--- config.mk ---
export PLATFORM = sky130hd
export DESIGN_NAME = lmh_homing
export DESIGN_NICKNAME = d
export VERILOG_FILES = /design/src/rtl/lmh_homing.v
export VERILOG_INCLUDE_DIRS = /design/src /design/src/rtl
export SDC_FILE = /design/constraint.sdc
export NUM_CORES = 1
export LEC_CHECK = 0
export BUFFER_PORTS_ARGS = -buffer_cell sky130_fd_sc_hd__buf_4
export CORE_AREA = 2 2 223 225
export CTS_CLUSTER_DIAMETER = 60
export CTS_CLUSTER_SIZE = 20
export DETAILED_ROUTE_END_ITERATION = 8
export DIE_AREA = 0 0 225 227
export PLACE_DENSITY_LB_ADDON = 0.05
export RECOVER_POWER = 25
export SETUP_SLACK_MARGIN = 0.3
export SLEW_MARGIN = 5
export SYNTH_ARGS = -nofsm -noshare
export SYNTH_HDL_FRONTEND = slang
export SYNTH_SLANG_ARGS = --single-unit
--- constraint.sdc ---
create_clock -name pclk -period 7.2 [get_ports pclk]
set_clock_uncertainty 0.05 [all_clocks]
set_input_delay 1.44 -clock pclk [delete_from_list [all_inputs] [get_ports pclk]]
set_output_delay 1.44 -clock pclk [all_outputs]
set_load 0.01 [all_outputs]
--- src/rtl/lmh_consts.vh ---
`ifndef LMH_CONSTS_VH
`define LMH_CONSTS_VH
// ****************
// register offsets
// ****************
`define LMH_OFF_CTRL 12'h000
`define LMH_OFF_STAT 12'h004
`define LMH_OFF_IRQ 12'h008
`define LMH_OFF_MASK 12'h00c
`define LMH_OFF_SPEED 12'h010
`define LMH_OFF_ITHR 12'h014
`define LMH_OFF_HOME 12'h018
`define LMH_OFF_CHECK 12'h01c
`define LMH_OFF_INIT 12'h020
`define LMH_OFF_POS 12'h024
// ****************
// fields
// ****************
`define LMH_MODE_ACT 3'h0
`define LMH_MODE_STOP_OUT 3'h1
`define LMH_MODE_STOP_IN 3'h2
`define LMH_MODE_TRIG_OUT 3'h3
`define LMH_MODE_TRIG_IN 3'h4
`define LMH_CTRL_REQ 3
`define LMH_CTRL_ONCE 4
`define LMH_IRQ_DONE 0
`define LMH_IRQ_ERR 1
`define LMH_PCT_FULL 8'h64
`define LMH_ZERO32 32'h00000000
`endif

--- src/rtl/lmh_homing.v ---
// The register addresses and register access over APB are this design's own decisions.
`include "lmh_consts.vh"
module lmh_homing #(
	parameter PW = 32,
	parameter CW = 16,
	parameter MOVE_TIMEOUT = 32'd100000000
) (
	input wire pclk,
	input wire presetn,
	input wire psel,
	input wire penable,
	input wire pwrite,
	input wire [11:0] paddr,
	input wire [31:0] pwdata,
	output reg [31:0] prdata,
	output reg pready,
	output reg pslverr,
	input wire [PW-1:0] meas_pos,
	input wire [CW-1:0] motor_current,
	input wire [CW-1:0] max_current,
	input wire trigger_in,
	input wire at_target,
	output reg [PW-1:0] target_pos,
	output reg [15:0] move_speed,
	output reg move_en,
	output reg move_dir_out,
	output reg target_mode,
	output reg pos_load,
	output reg [PW-1:0] pos_load_value,
	output reg homed,
	output reg home_error,
	output reg irq
);
	// ****************
	// states
	// ****************
	localparam ST_IDLE = 9'h001;
	localparam ST_PREP = 9'h002;
	localparam ST_SEEK = 9'h004;
	localparam ST_LOAD = 9'h008;
	localparam ST_CHECK = 9'h010;
	localparam ST_BACK = 9'h020;
	localparam ST_INIT = 9'h040;
	localparam ST_DONE = 9'h080;
	localparam ST_ERR = 9'h100;

	reg [8:0] state_reg;
	reg [2:0] mode_reg;
	reg once_reg;
	reg req_reg;
	reg done_once_reg;
	reg [15:0] speed_reg;
	reg [7:0] ithr_reg;
	reg [PW-1:0] home_reg;
	reg [PW-1:0] check_reg;
	reg [PW-1:0] init_reg;
	reg [1:0] irq_stat_reg;
	reg [1:0] irq_mask_reg;
	reg trig_d_reg;
	reg [31:0] tmo_reg;
	reg [31:0] rdata_next;
	reg [1:0] ev_done;
	wire wr_acc;
	wire rd_acc;
	wire trig_rise;
	wire stop_hit;
	wire [CW+7:0] cur_scaled;
	wire [CW+7:0] max_scaled;
	wire stop_mode;
	wire mode_out;

	// ****************
	// helpers
	// ****************
	function addr_hit;
		input [11:0] a;
		input [11:0] off;
		begin
			addr_hit = (a == off);
		end
	endfunction

	assign wr_acc = psel & penable & pwrite & pready;
	assign rd_acc = psel & penable & ~pwrite & ~pready;
	assign trig_rise = trigger_in & ~trig_d_reg;
	// current reaches threshold percent of maximum
	assign cur_scaled = motor_current * `LMH_PCT_FULL;
	assign max_scaled = max_current * ithr_reg;
	assign stop_hit = (cur_scaled >= max_scaled);
	assign stop_mode = (mode_reg == `LMH_MODE_STOP_OUT) | (mode_reg == `LMH_MODE_STOP_IN);
	assign mode_out = (mode_reg == `LMH_MODE_STOP_OUT) | (mode_reg == `LMH_MODE_TRIG_OUT);

	always @* begin
		rdata_next = `LMH_ZERO32;
		case (1'b1)
			addr_hit(paddr, `LMH_OFF_CTRL): rdata_next = {27'h0, once_reg, req_reg, mode_reg};
			addr_hit(paddr, `LMH_OFF_STAT): rdata_next = {22'h0, state_reg[7:0], home_error, homed};
			addr_hit(paddr, `LMH_OFF_IRQ): rdata_next = {30'h0, irq_stat_reg};
			addr_hit(paddr, `LMH_OFF_MASK): rdata_next = {30'h0, irq_mask_reg};
			addr_hit(paddr, `LMH_OFF_SPEED): rdata_next = {16'h0, speed_reg};
			addr_hit(paddr, `LMH_OFF_ITHR): rdata_next = {24'h0, ithr_reg};
			addr_hit(paddr, `LMH_OFF_HOME): rdata_next = home_reg;
			addr_hit(paddr, `LMH_OFF_CHECK): rdata_next = check_reg;
			addr_hit(paddr, `LMH_OFF_INIT): rdata_next = init_reg;
			addr_hit(paddr, `LMH_OFF_POS): rdata_next = meas_pos;
			default: rdata_next = `LMH_ZERO32;
		endcase
	end

	// ****************
	// apb slave
	// ****************
	always @(posedge pclk or negedge presetn) begin
		if (!presetn) begin
			pready <= 1'b0;
			pslverr <= 1'b0;
			prdata <= `LMH_ZERO32;
			mode_reg <= `LMH_MODE_ACT;
			once_reg <= 1'b1;
			speed_reg <= 16'h0000;
			ithr_reg <= 8'h00;
			home_reg <= `LMH_ZERO32;
			check_reg <= `LMH_ZERO32;
			init_reg <= `LMH_ZERO32;
			irq_mask_reg <= 2'h0;
		end else begin
			pready <= psel & penable & ~pready;
			pslverr <= 1'b0;
			if (rd_acc)
				prdata <= rdata_next;
			if (wr_acc) begin
				if (addr_hit(paddr, `LMH_OFF_CTRL)) begin
					mode_reg <= pwdata[2:0];
					once_reg <= pwdata[`LMH_CTRL_ONCE];
				end
				if (addr_hit(paddr, `LMH_OFF_MASK))
					irq_mask_reg <= pwdata[1:0];
				if (addr_hit(paddr, `LMH_OFF_SPEED))
					speed_reg <= pwdata[15:0];
				if (addr_hit(paddr, `LMH_OFF_ITHR))
					ithr_reg <= pwdata[7:0];
				if (addr_hit(paddr, `LMH_OFF_HOME))
					home_reg <= pwdata[PW-1:0];
				if (addr_hit(paddr, `LMH_OFF_CHECK))
					check_reg <= pwdata[PW-1:0];
				if (addr_hit(paddr, `LMH_OFF_INIT))
					init_reg <= pwdata[PW-1:0];
			end
		end
	end

	// ****************
	// sequencer
	// ****************
	always @(posedge pclk or negedge presetn) begin
		if (!presetn) begin
			state_reg <= ST_IDLE;
			req_reg <= 1'b1;
			done_once_reg <= 1'b0;
			trig_d_reg <= 1'b0;
			tmo_reg <= `LMH_ZERO32;
			target_pos <= `LMH_ZERO32;
			move_speed <= 16'h0000;
			move_en <= 1'b0;
			move_dir_out <= 1'b0;
			target_mode <= 1'b0;
			pos_load <= 1'b0;
			pos_load_value <= `LMH_ZERO32;
			homed <= 1'b0;
			home_error <= 1'b0;
			ev_done <= 2'h0;
		end else begin
			trig_d_reg <= trigger_in;
			pos_load <= 1'b0;
			ev_done <= 2'h0;
			move_speed <= speed_reg;
			if (wr_acc && addr_hit(paddr, `LMH_OFF_CTRL) && pwdata[`LMH_CTRL_REQ])
				req_reg <= 1'b1;
			case (state_reg)
				ST_IDLE: begin
					move_en <= 1'b0;
					// start only on request; single-shot skips those after a completed homing
					if (req_reg) begin
						req_reg <= 1'b0;
						if (!(once_reg && done_once_reg)) begin
							homed <= 1'b0;
							home_error <= 1'b0;
							state_reg <= ST_PREP;
						end
					end
				end
				ST_PREP: begin
					target_mode <= 1'b0;
					if (mode_reg == `LMH_MODE_ACT) begin
						state_reg <= ST_LOAD;
					end else if (!stop_mode && trigger_in) begin
						move_en <= 1'b1;
						move_dir_out <= ~mode_out;
					end else begin
						move_en <= 1'b1;
						move_dir_out <= mode_out;
						state_reg <= ST_SEEK;
					end
				end
				ST_SEEK: begin
					if ((stop_mode && stop_hit) || (!stop_mode && trig_rise)) begin
						move_en <= 1'b0;
						state_reg <= ST_LOAD;
					end
				end
				ST_LOAD: begin
					pos_load <= 1'b1;
					pos_load_value <= home_reg;
					move_en <= 1'b0;
					target_mode <= 1'b1;
					target_pos <= check_reg;
					tmo_reg <= `LMH_ZERO32;
					state_reg <= ST_CHECK;
				end
				ST_CHECK, ST_BACK, ST_INIT: begin
					move_en <= 1'b1;
					tmo_reg <= tmo_reg + 32'h00000001;
					if (tmo_reg >= MOVE_TIMEOUT) begin
						move_en <= 1'b0;
						home_error <= 1'b1;
						state_reg <= ST_ERR;
					end else if (at_target && tmo_reg != `LMH_ZERO32) begin
						tmo_reg <= `LMH_ZERO32;
						if (state_reg == ST_CHECK) begin
							target_pos <= home_reg;
							state_reg <= ST_BACK;
						end else if (state_reg == ST_BACK) begin
							target_pos <= init_reg;
							state_reg <= ST_INIT;
						end else begin
							state_reg <= ST_DONE;
						end
					end
				end
				ST_DONE: begin
					move_en <= 1'b0;
					homed <= 1'b1;
					done_once_reg <= 1'b1;
					ev_done <= 2'h1;
					state_reg <= ST_IDLE;
				end
				ST_ERR: begin
					move_en <= 1'b0;
					ev_done <= 2'h2;
					state_reg <= ST_IDLE;
				end
				default: state_reg <= ST_IDLE;
			endcase
		end
	end

	// ****************
	// interrupts
	// ****************
	always @(posedge pclk or negedge presetn) begin
		if (!presetn) begin
			irq_stat_reg <= 2'h0;
			irq <= 1'b0;
		end else begin
			// clear only the bits handed out; a new event still sets
			if (psel && penable && !pwrite && pready && addr_hit(paddr, `LMH_OFF_IRQ))
				irq_stat_reg <= (irq_stat_reg & ~prdata[1:0]) | ev_done;
			else
				irq_stat_reg <= irq_stat_reg | ev_done;
			irq <= |(irq_stat_reg & irq_mask_reg);
		end
	end
endmodule

==> flow_summary_export.csv, run 1 <==
group,metric,value,unit
placement,dpl.hpwl,40800,microns
layout,final.fill_count,4637,
power,vdd_drop_max,0.000133,V
floorplanning,ios,236,
placement,io_buffers,234,
critical_path,rr_endpoint,"state_reg[6]",
power,powerDensity,165,mW/mm^2
worst_hold_path,min_to,"move_speed[15]",
sta,max_freq,0.147,GHz
critical_path,r2r_setup_slack,0.73,ns
layout,syn2layout_area_growth,19.9,%
logic_synthesis,syn-num-nets,2206,
floorplanning,fp.dieArea,0.0511,sq mm
sta,period_minus_slack,6.79,ns
sta,setup_ws,0.405,ns
logic_synthesis,yosysTopAreaCell,"dfrtp_1",
logic_synthesis,synth_edf_count,0,
logic_synthesis,netlist_area,0.0193,sq mm
power,leakagePower,11.8,nW
placement,place_congestion,0.825,
critical_path,start_kind,"input pin",
power,power_frac_comb,0.156,
sta,hold_violations,0,
detailed_routing,drc,0,
worst_hold_path,hold_class,"register to register",
global_routing,grt_pass1_vias,15000,
sta,finalMaxSlewViolations,191,
floorplanning,core-area,0.0485,sq mm
detailed_routing,routedWlPerCell,20.1,microns
placement,dpl_worst_slack,-0.352,ns
critical_path,r2r-start,"ithr_reg[6]",
critical_path,cpPeakStageDelay,0.54,ns
critical_path,required,7.61,ns
power,internal_power,2.76,mW
power,power,3.83,mW
logic_synthesis,synth-warning-count,0,
global_routing,grt_pass1_wl,87500,microns
critical_path,crit_type,"input pin to register",
clock_network,numCtsBuffers,27,
critical_path,cp.arrival,7.20,ns
sta,max_slew_margin,-1.15,
floorplanning,rows,81,
placement,dp.cells,2719,
detailed_routing,wirelength,55700,microns
floorplanning,die_h,227,microns
status,status,"finished with violations",
global_routing,grt_max_degree,124,
layout,stdcell_area,0.0232,sq mm
detailed_routing,drtPass1Iterations,6,
clock_network,clock-sinks,294,
clock_network,path_clk_slew,0.07,ns
layout,nets,2459,
logic_synthesis,synthFlopType,"dfrtp_1",
detailed_routing,dr.first_iter.drc_count,1057,
worst_hold_path,hold_path_startpoint,"speed_reg[15]",
clock_network,cts_max_level,1,
sta,rsz0062_at_grt,"true",
sta,worst_pin_slew,3.22,ns
global_routing,antenna_found_initial,4,
logic_synthesis,ys_top_cells_by_area,"dfrtp_1 (38%), fa_1 (9.8%), mux2_2 (9.3%), ha_1 (7.8%), inv_1 (3.3%)",
logic_synthesis,synth.avg_cell_area,10.3,sq um
critical_path,cpMaxStageDelayCell,"fa_1",
power,p_clk_frac,0.402,
layout,drive_gt1_frac,0.273,
floorplanning,initial_core_util,0.398,
logic_synthesis,synth-seq-area-share,0.381,
sta,finalCritPeriodShare,0.944,
logic_synthesis,synthDistinctLibCells,82,
sta,fin_setup_tns,0,ns
logic_synthesis,ys_ff_latch,294,
flow_run,max_cap_viol_count,3,
placement,place_area,0.0221,sq mm
power,p_sw,1.06,mW
global_routing,grt_use_total,0.219,
critical_path,critical_path.most_common_cell,"fa_1",
logic_synthesis,netlist.area_leader.share,0.376,
detailed_routing,ant_nets,0,
detailed_routing,viasPerCell,5.41,
clock_network,clk_latency,0.57,ns
global_routing,grt_overflow_total,0,
critical_path,end_kind,"register",
clock_network,clockBufferDepth,3,
floorplanning,die_w,225,microns
worst_hold_path,hold_depth,0,
clock_network,root_buffer,"clkbuf_16",
critical_path,reg2reg_depth,24,
detailed_routing,via_count,15000,
logic_synthesis,synthCells,1876,
clock_network,hold_buffers,0,
logic_synthesis,async_flop_share,1.00,
layout,multi_input_area,0.0112,sq mm
clock_network,cts_tree,"done",
status,violations,"capacitance limit, slew limit",
sta,setup_viol_count_final,0,
power,swShare,0.278,
power,sequentialPowerShare,0.442,
critical_path,path_max_fanout,5,
layout,stdcell_count,2775,
layout,seqCellArea,0.00736,sq mm
## Yosys cell counts (all sizes together), types with 34 or more instances
library cell	n
nand2	154
dfrtp	291
clkbuf	36
fa	95
a21oi	96
ha	120
nor2	92
buf	45
mux2	163
o21ai	125
mux2i	34
inv	173
and2	102
## metal layers
layer	GRT usage	wire length [microns]
met1	0.319	26400
met2	0.342	25200
met3	0.0382	2770
met4	0.0506	1290
met5	0	30
## cell type report
| cell class | instances | share of cell area |
|---|---|---|
| Antenna cell | 3 | 0.000324 |
| Multi-Input combinational cell | 1328 | 0.482 |
| Clock inverter | 21 | 0.0111 |
| Inverter | 173 | 0.0280 |
| Tap cell | 622 | 0.0335 |
| Clock buffer | 29 | 0.0299 |
| Timing Repair Buffer | 305 | 0.0983 |
| Sequential cell | 294 | 0.317 |
## power groups by stage
stage / Sequential (mW) / Clock (mW) / Combinational [mW]
global route: 1.69 / 1.65 / 0.691
global placement: 1.72 / 0 / 0.585
CTS: 1.69 / 1.58 / 0.598
detailed placement: 1.72 / 0 / 0.593
finish: 1.69 / 1.54 / 0.597
floorplan: 1.72 / 0 / 0.357
## metrics by stage
stage,util,hold slack (ns)
final,0.478,0.356
after global routing,0.478,0.365
after CTS,0.475,0.354
after detailed placement,0.455,0.334
after global placement,0.455,0.324
after floorplan,-,0.313
## how the worst max path moves through the flow
stage,end,cells past startpoint,from,slack (ns)
global route,state_reg[6],29,max_current[5],0.21
detailed placement,state_reg[6],24,max_current[7],-0.35
global placement,state_reg[5],24,max_current[7],-0.31
finish,state_reg[6],25,max_current[6],0.41
floorplan,state_reg[5],23,max_current[8],0.30
CTS,state_reg[6],26,max_current[6],0.31
## worst max-delay path, delay by kind of cell
kind / cells / cell delay, ns
buffers and inverters: 4 / 0.30
AOI/OAI and AO/OA: 8 / 1.53
adders and majority gates: 6 / 2.47
muxes: 1 / 0.31
and+or+nand+nor: 5 / 1.08
xor gates and xnor gates: 1 / 0.08
## logic make-up after synthesis
| logic type | share of synthesized area |
|---|---|
| simple gates | 0.136 |
| other cells | 0.000194 |
| xor+xnor | 0.0158 |
| flops | 0.381 |
| compound gates | 0.125 |
| fa+ha+maj | 0.176 |
| buf+inv | 0.0530 |
| mux | 0.113 |
## timing repair
item / 4_1_cts / 5_1_grt
resized for setup: 6 / 37
pin swaps: 9 / 46
buffers inserted: 0 / 3
cloned: 0 / 0
endpoints found under the setup margin: 3 / 7
## cell usage in the layout, fill, tap and decap left out, types with 15 or more instances in the layout
cell type,instances
nand2_1,153
mux2i_1,34
inv_1,168
a21oi_1,91
buf_4,297
nand3_1,19
o21ai_0,108
xnor2_1,21
and2_1,99
and3_1,15
a222oi_1,21
a221oi_1,20
nor3_1,15
clkbuf_16,27
a21o_1,31
a31oi_1,17
ha_1,112
fa_1,90
mux2_2,158
nor2_1,85
dfrtp_1,291
Note: power is estimated with default switching activity, not from simulation.
==> run 2, diff against run 1 <==
- ABC_AREA: not set -> 1
- CORE_AREA: 2 2 223 225 -> 2 2 228 230
- DIE_AREA: 0 0 225 227 -> 0 0 230 232
- REMOVE_ABC_BUFFERS: not set -> 1
- SKIP_CTS_REPAIR_TIMING: not set -> 1
==> run 2 against run 1 <==
  * The run still ends with capacitance limit, slew limit left
  * Synthesized cell count is 34% higher
  * Core utilization is 1.7 points lower
  * Combinational power is 6.0% higher
  * Sequential power hardly changed
  * First-iteration DRC count is 3.7% lower
  * Clock power is 6% higher
  * Count of clock-buffer cells in the layout is 1 higher
  * Total power is 3.5% higher
  * Design area is 1.1% higher
  * Die area is 4.5% higher
  * Fmax is 5.9% higher
==> flow_summary_export.csv, run 2 <==
group,metric,value,unit
clock_network,cts_max_level,1,
floorplanning,rows,83,
logic_synthesis,synth_edf_count,0,
logic_synthesis,async_flop_share,1.00,
logic_synthesis,netlist.area_leader.share,0.362,
layout,syn2layout_area_growth,16.6,%
global_routing,grt_pass1_wl,96100,microns
power,p_sw,1.18,mW
worst_hold_path,hold_depth,0,
clock_network,root_buffer,"clkbuf_16",
clock_network,clockBufferDepth,3,
logic_synthesis,yosysMostFrequentCell,"nand2_1",
logic_synthesis,netlist_area,0.0201,sq mm
detailed_routing,via_count,17100,
critical_path,required,7.52,ns
sta,rsz0062_at_grt,"false",
clock_network,clk_latency,0.59,ns
logic_synthesis,synthCells,2520,
critical_path,end_kind,"register",
logic_synthesis,synth_common_cells,"nand2_1 (617), inv_1 (459), o21ai_0 (319)",
logic_synthesis,synthDistinctLibCells,60,
critical_path,rr_endpoint,"state_reg[4]",
detailed_routing,viasPerCell,5.04,
critical_path,r2r_setup_slack,0.95,ns
critical_path,cp.arrival,6.74,ns
critical_path,cpPeakStageDelay,0.55,ns
logic_synthesis,yosysTopAreaCell,"dfrtp_1",
placement,dpl_worst_slack,0.0360,ns
power,swShare,0.298,
floorplanning,ios,236,
worst_hold_path,hold_path_startpoint,"speed_reg[12]",
floorplanning,die_h,232,microns
worst_hold_path,min_to,"move_speed[12]",
critical_path,reg2reg_depth,31,
sta,fin_setup_tns,0,ns
placement,io_buffers,234,
critical_path,crit_family,"adder cells",
layout,final_common_cell,"nand2_1",
clock_network,path_clk_slew,0.08,ns
layout,layout_common_cells,"nand2_1 (613), inv_1 (459), o21ai_0 (317)",
critical_path,path_max_fanout,8,
sta,finalMaxSlewViolations,171,
status,status,"finished with violations",
worst_hold_path,hold_class,"register to register",
layout,drive_gt1_frac,0.136,
logic_synthesis,synth-seq-area-share,0.366,
layout,diodes,0,
critical_path,critical_path.most_common_cell,"nand2_1",
placement,place_congestion,0.901,
global_routing,grt_pass1_vias,17400,
global_routing,grt_overflow_total,0,
sta,setup_ws,0.782,ns
power,internal_power,2.78,mW
logic_synthesis,ys_ff_latch,294,
floorplanning,die_w,230,microns
power,powerDensity,169,mW/mm^2
detailed_routing,routedWlPerCell,17.6,microns
power,power_frac_comb,0.160,
sta,period_minus_slack,6.42,ns
critical_path,startpoint,"max_current[1]",
sta,max_freq,0.156,GHz
power,leakagePower,12.3,nW
power,p_clk_frac,0.414,
clock_network,cts_tree,"done",
power,vdd_drop_max,0.000164,V
critical_path,path_buf_inv,5,
placement,dpl.hpwl,43200,microns
sta,finalCritPeriodShare,0.891,
logic_synthesis,synth-warning-count,0,
logic_synthesis,ys_top_cells_by_area,"dfrtp_1 (36%), nand2_1 (12%), fa_1 (9.5%), inv_1 (8.6%), o21ai_0 (7.9%)",
floorplanning,core-area,0.0509,sq mm
detailed_routing,drtPass1Iterations,5,
flow_run,max_cap_viol_count,2,
sta,worst_pin_slew,5.18,ns
floorplanning,initial_core_util,0.395,
global_routing,grt_max_degree,112,
sta,setup_viol_count_final,0,
critical_path,crit_type,"input pin to register",
status,violations,"capacitance limit, slew limit",
layout,nets,3025,
detailed_routing,dr.first_iter.drc_count,1018,
logic_synthesis,synth.avg_cell_area,7.98,sq um
sta,max_slew_margin,-2.45,
sta,hold_violations,0,
detailed_routing,wirelength,59900,microns
detailed_routing,drc,0,
global_routing,antenna_found_initial,2,
clock_network,numCtsBuffers,29,
critical_path,r2r-start,"ithr_reg[4]",
floorplanning,fp.dieArea,0.0534,sq mm
global_routing,grt_use_total,0.227,
clock_network,clock-sinks,294,
detailed_routing,ant_nets,0,
logic_synthesis,synthFlopType,"dfrtp_1",
critical_path,start_kind,"input pin",
critical_path,cpMaxStageDelayCell,"fa_1",
power,sequentialPowerShare,0.426,
run 2: worst max path at each step:
stage                    to  slack, ns  cells past startpoint
2_1_floorplan  state_reg[4]       0.77                     32
3_3_place_gp   state_reg[4]       0.15                     31
3_5_place_dp   state_reg[5]       0.04                     31
4_1_cts        state_reg[5]       0.66                     31
5_1_grt        state_reg[4]       0.23                     32
6_report       state_reg[4]       0.78                     32
run 2: power groups by stage:
| stage | Clock, mW | Sequential, mW | Combinational [mW] |
|---|---|---|---|
| 4_1_cts | 1.69 | 1.69 | 0.649 |
| 6_report | 1.64 | 1.69 | 0.633 |
| 2_1_floorplan | 0 | 1.72 | 0.400 |
| 3_5_place_dp | 0 | 1.72 | 0.644 |
| 5_1_grt | 1.75 | 1.69 | 0.737 |
| 3_3_place_gp | 0 | 1.72 | 0.632 |
run 2: kinds of logic (layout without fill, tap and decap cells):
family	after synthesis	after routing	share of synthesized area
mux	6	6	0.00299
fa+ha+maj	215	215	0.169
compound gates	503	503	0.140
flops	294	294	0.366
xor+xnor	65	65	0.0283
other cells	1	1	0.000186
simple gates	855	855	0.183
buf+inv	581	779	0.111
run 2: cell type report:
class | instances | area (sq um)
well taps | 680 | 851
repair buffers | 252 | 1900
fillers | 5168 | 27400
flip-flops and latches | 294 | 7360
inverters | 473 | 1780
clock inverters | 24 | 295
multi-input cells | 1645 | 10500
clock buffers | 30 | 729
run 2: routing by layer:
| layer | share of wire | wire length [microns] | vias to the layer above | track usage |
|---|---|---|---|---|
| li1 | - | - | 8336 | - |
| met1 | 0.44 | 26200 | 8335 | 0.301 |
| met2 | 0.49 | 29600 | 352 | 0.394 |
| met3 | 0.045 | 2690 | 92 | 0.0305 |
| met4 | 0.023 | 1360 | 4 | 0.0569 |
| met5 | 0.00045 | 27 | - | 0 |
run 2: metrics by stage:
| step | instance area, sq um | std cells | hold WS [ns] | util | power [mW] |
|---|---|---|---|---|---|
| 2_1_floorplan | 19700 | 2412 | 0.324 | - | 2.12 |
| 6_report | 23500 | 3398 | 0.370 | 0.461 | 3.96 |
| 3_5_place_dp | 22400 | 3344 | 0.344 | 0.441 | 2.36 |
| 3_3_place_gp | 22400 | 3344 | 0.339 | 0.441 | 2.35 |
| 4_1_cts | 23500 | 3398 | 0.367 | 0.461 | 4.02 |
| 5_1_grt | 23500 | 3398 | 0.382 | 0.461 | 4.18 |
==> run 3, diff against run 2 <==
- ABC_AREA: 1 -> not set
- CORE_AREA: 2 2 228 230 -> 5 5 226 228
- DIE_AREA: 0 0 230 232 -> 0 0 231 233
==> run 3 against run 2 <==
  * The run still ends with capacitance limit, slew limit left
  * First-iteration DRC count decreased by 14%
  * Hold slack worse by 0.018 ns
  * Flip-flop and latch count did not move
  * Count of clock-buffer cells in the layout is 2 lower
  * Global-route usage down 1.6 points
  * Final cell count decreased by 18%
==> flow_summary_export.csv, run 3 (same netlist as run 1, synthesis figures left out) <==
group,metric,value,unit
layout,multi_input_area,0.0112,sq mm
sta,finalCritPeriodShare,0.927,
floorplanning,rows,81,
floorplanning,ios,236,
clock_network,cts_tree,"done",
clock_network,cts_max_level,1,
detailed_routing,ant_nets,0,
placement,io_buffers,234,
layout,seqCellArea,0.00736,sq mm
detailed_routing,via_count,14900,
layout,finish.utilization,0.478,
clock_network,numCtsBuffers,27,
detailed_routing,routedWlPerCell,20.8,microns
detailed_routing,drtPass1Iterations,5,
floorplanning,fp.dieArea,0.0538,sq mm
floorplanning,core-area,0.0486,sq mm
status,status,"finished with violations",
critical_path,start_kind,"input pin",
sta,setup_viol_count_final,0,
worst_hold_path,hold_class,"register to register",
floorplanning,die_w,231,microns
critical_path,end_kind,"register",
floorplanning,initial_core_util,0.398,
sta,max_slew_margin,-2.18,
critical_path,required,7.60,ns
global_routing,grt_overflow_total,0,
critical_path,path_max_fanout,8,
sta,setup_ws,0.529,ns
clock_network,clockBufferDepth,3,
power,leakagePower,11.8,nW
layout,drive_gt1_frac,0.276,
global_routing,grt_use_total,0.212,
sta,worst_pin_slew,4.77,ns
sta,max_freq,0.150,GHz
placement,dpl_worst_slack,-0.331,ns
critical_path,crit_type,"input pin to register",
global_routing,grt_pass1_wl,90300,microns
flow_run,max_cap_viol_count,1,
sta,finalMaxSlewViolations,87,
status,violations,"capacitance limit, slew limit",
sta,hold_violations,0,
power,power,3.83,mW
layout,syn2layout_area_growth,20.1,%
global_routing,antenna_found_initial,5,
power,powerDensity,165,mW/mm^2
clock_network,clock-sinks,294,
clock_network,path_clk_slew,0.08,ns
layout,stdcell_count,2774,
floorplanning,die_h,233,microns
clock_network,root_buffer,"clkbuf_16",
detailed_routing,dr.first_iter.drc_count,879,
detailed_routing,drc,0,
layout,final_common_cell,"buf_4",
layout,nets,2458,
sta,period_minus_slack,6.67,ns
detailed_routing,wirelength,57600,microns
clock_network,clk_latency,0.59,ns
power,vdd_drop_max,0.000179,V
global_routing,grt_max_degree,147,
layout,final.fill_count,4645,
critical_path,cp.arrival,7.08,ns
sta,rsz0062_at_grt,"false",
placement,place_congestion,0.820,
global_routing,grt_pass1_vias,15600,
detailed_routing,viasPerCell,5.38,
placement,dpl.hpwl,41500,microns
placement,dp.cells,2720,
layout,layout_common_cells,"buf_4 (297), dfrtp_1 (291), inv_1 (168)",
-- run 3: cell types whose count changed in the layout (fill, tap and decap cells not counted), sizes merged, moves of 37 or more --
cell,before,now
o21ai,336,125
xor2,51,14
nand2,621,154
buf,248,300
mux2,0,163
and2,2,102
inv,485,185
-- run 3: layout make-up --
type / instances / share of cell area
Multi-Input combinational cell: 1328 / 0.482
Sequential cell: 294 / 0.317
Timing Repair Buffer: 304 / 0.0984
Tap cell: 622 / 0.0335
Clock buffer: 28 / 0.0297
Inverter: 173 / 0.0280
Clock inverter: 22 / 0.0117
Antenna cell: 3 / 0.000323
-- run 3: power breakdown --
| group | leakage (nW) | total [mW] | internal [mW] | switching (mW) |
|---|---|---|---|---|
| clock | 0.466 | 1.56 | 0.787 | 0.769 |
| sequential | 4.06 | 1.69 | 1.67 | 0.0198 |
| combinational | 7.26 | 0.588 | 0.255 | 0.332 |
-- run 3: worst max-delay path, cell delays in order --
cell       delay [ns]
buf_4            0.12
nand2_2          0.06
fa_1             0.50
fa_1             0.53
inv_2            0.06
fa_1             0.53
inv_1            0.05
fa_1             0.50
inv_2            0.05
ha_4             0.17
or3_4            0.39
o2111ai_2        0.19
nand4b_1         0.14
buf_4            0.16
a21o_1           0.17
a21o_1           0.18
xnor2_1          0.12
ha_1             0.29
o21a_1           0.13
o2111a_1         0.22
nand3_2          0.08
o21ai_2          0.15
o221ai_2         0.11
a32o_2           0.24
nand2b_4         0.18
mux2_4           0.31
-- run 3: final timing paths --
path                            cells after the start  slack, ns        endpoint            from
worst max register to register                     24       0.68    state_reg[5]     ithr_reg[4]
min in group asynchronous                           1       2.53  target_pos[28]         presetn
max in group asynchronous                           2       1.85   check_reg[26]         presetn
worst min register to register                      0       0.35   move_speed[4]    speed_reg[4]
worst min-delay path                                0       0.35   move_speed[4]    speed_reg[4]
worst max-delay path                               26       0.53    state_reg[5]  max_current[4]
-- run 3: per-stage QoR --
step	TNS [ns]	area, sq um	hold WS, ns
after floorplan	0	19000	0.313
after global placement	-1.26	22100	0.328
after detailed placement	-1.54	22100	0.333
after CTS	0	23000	0.346
after global routing	0	23200	0.353
final	0	23200	0.352
-- run 3: per-layer routing --
metal / part of all wire / track usage
met5: 0.00082 / 0
met3: 0.060 / 0.0484
met1: 0.43 / 0.281
met2: 0.48 / 0.355
met4: 0.021 / 0.0494
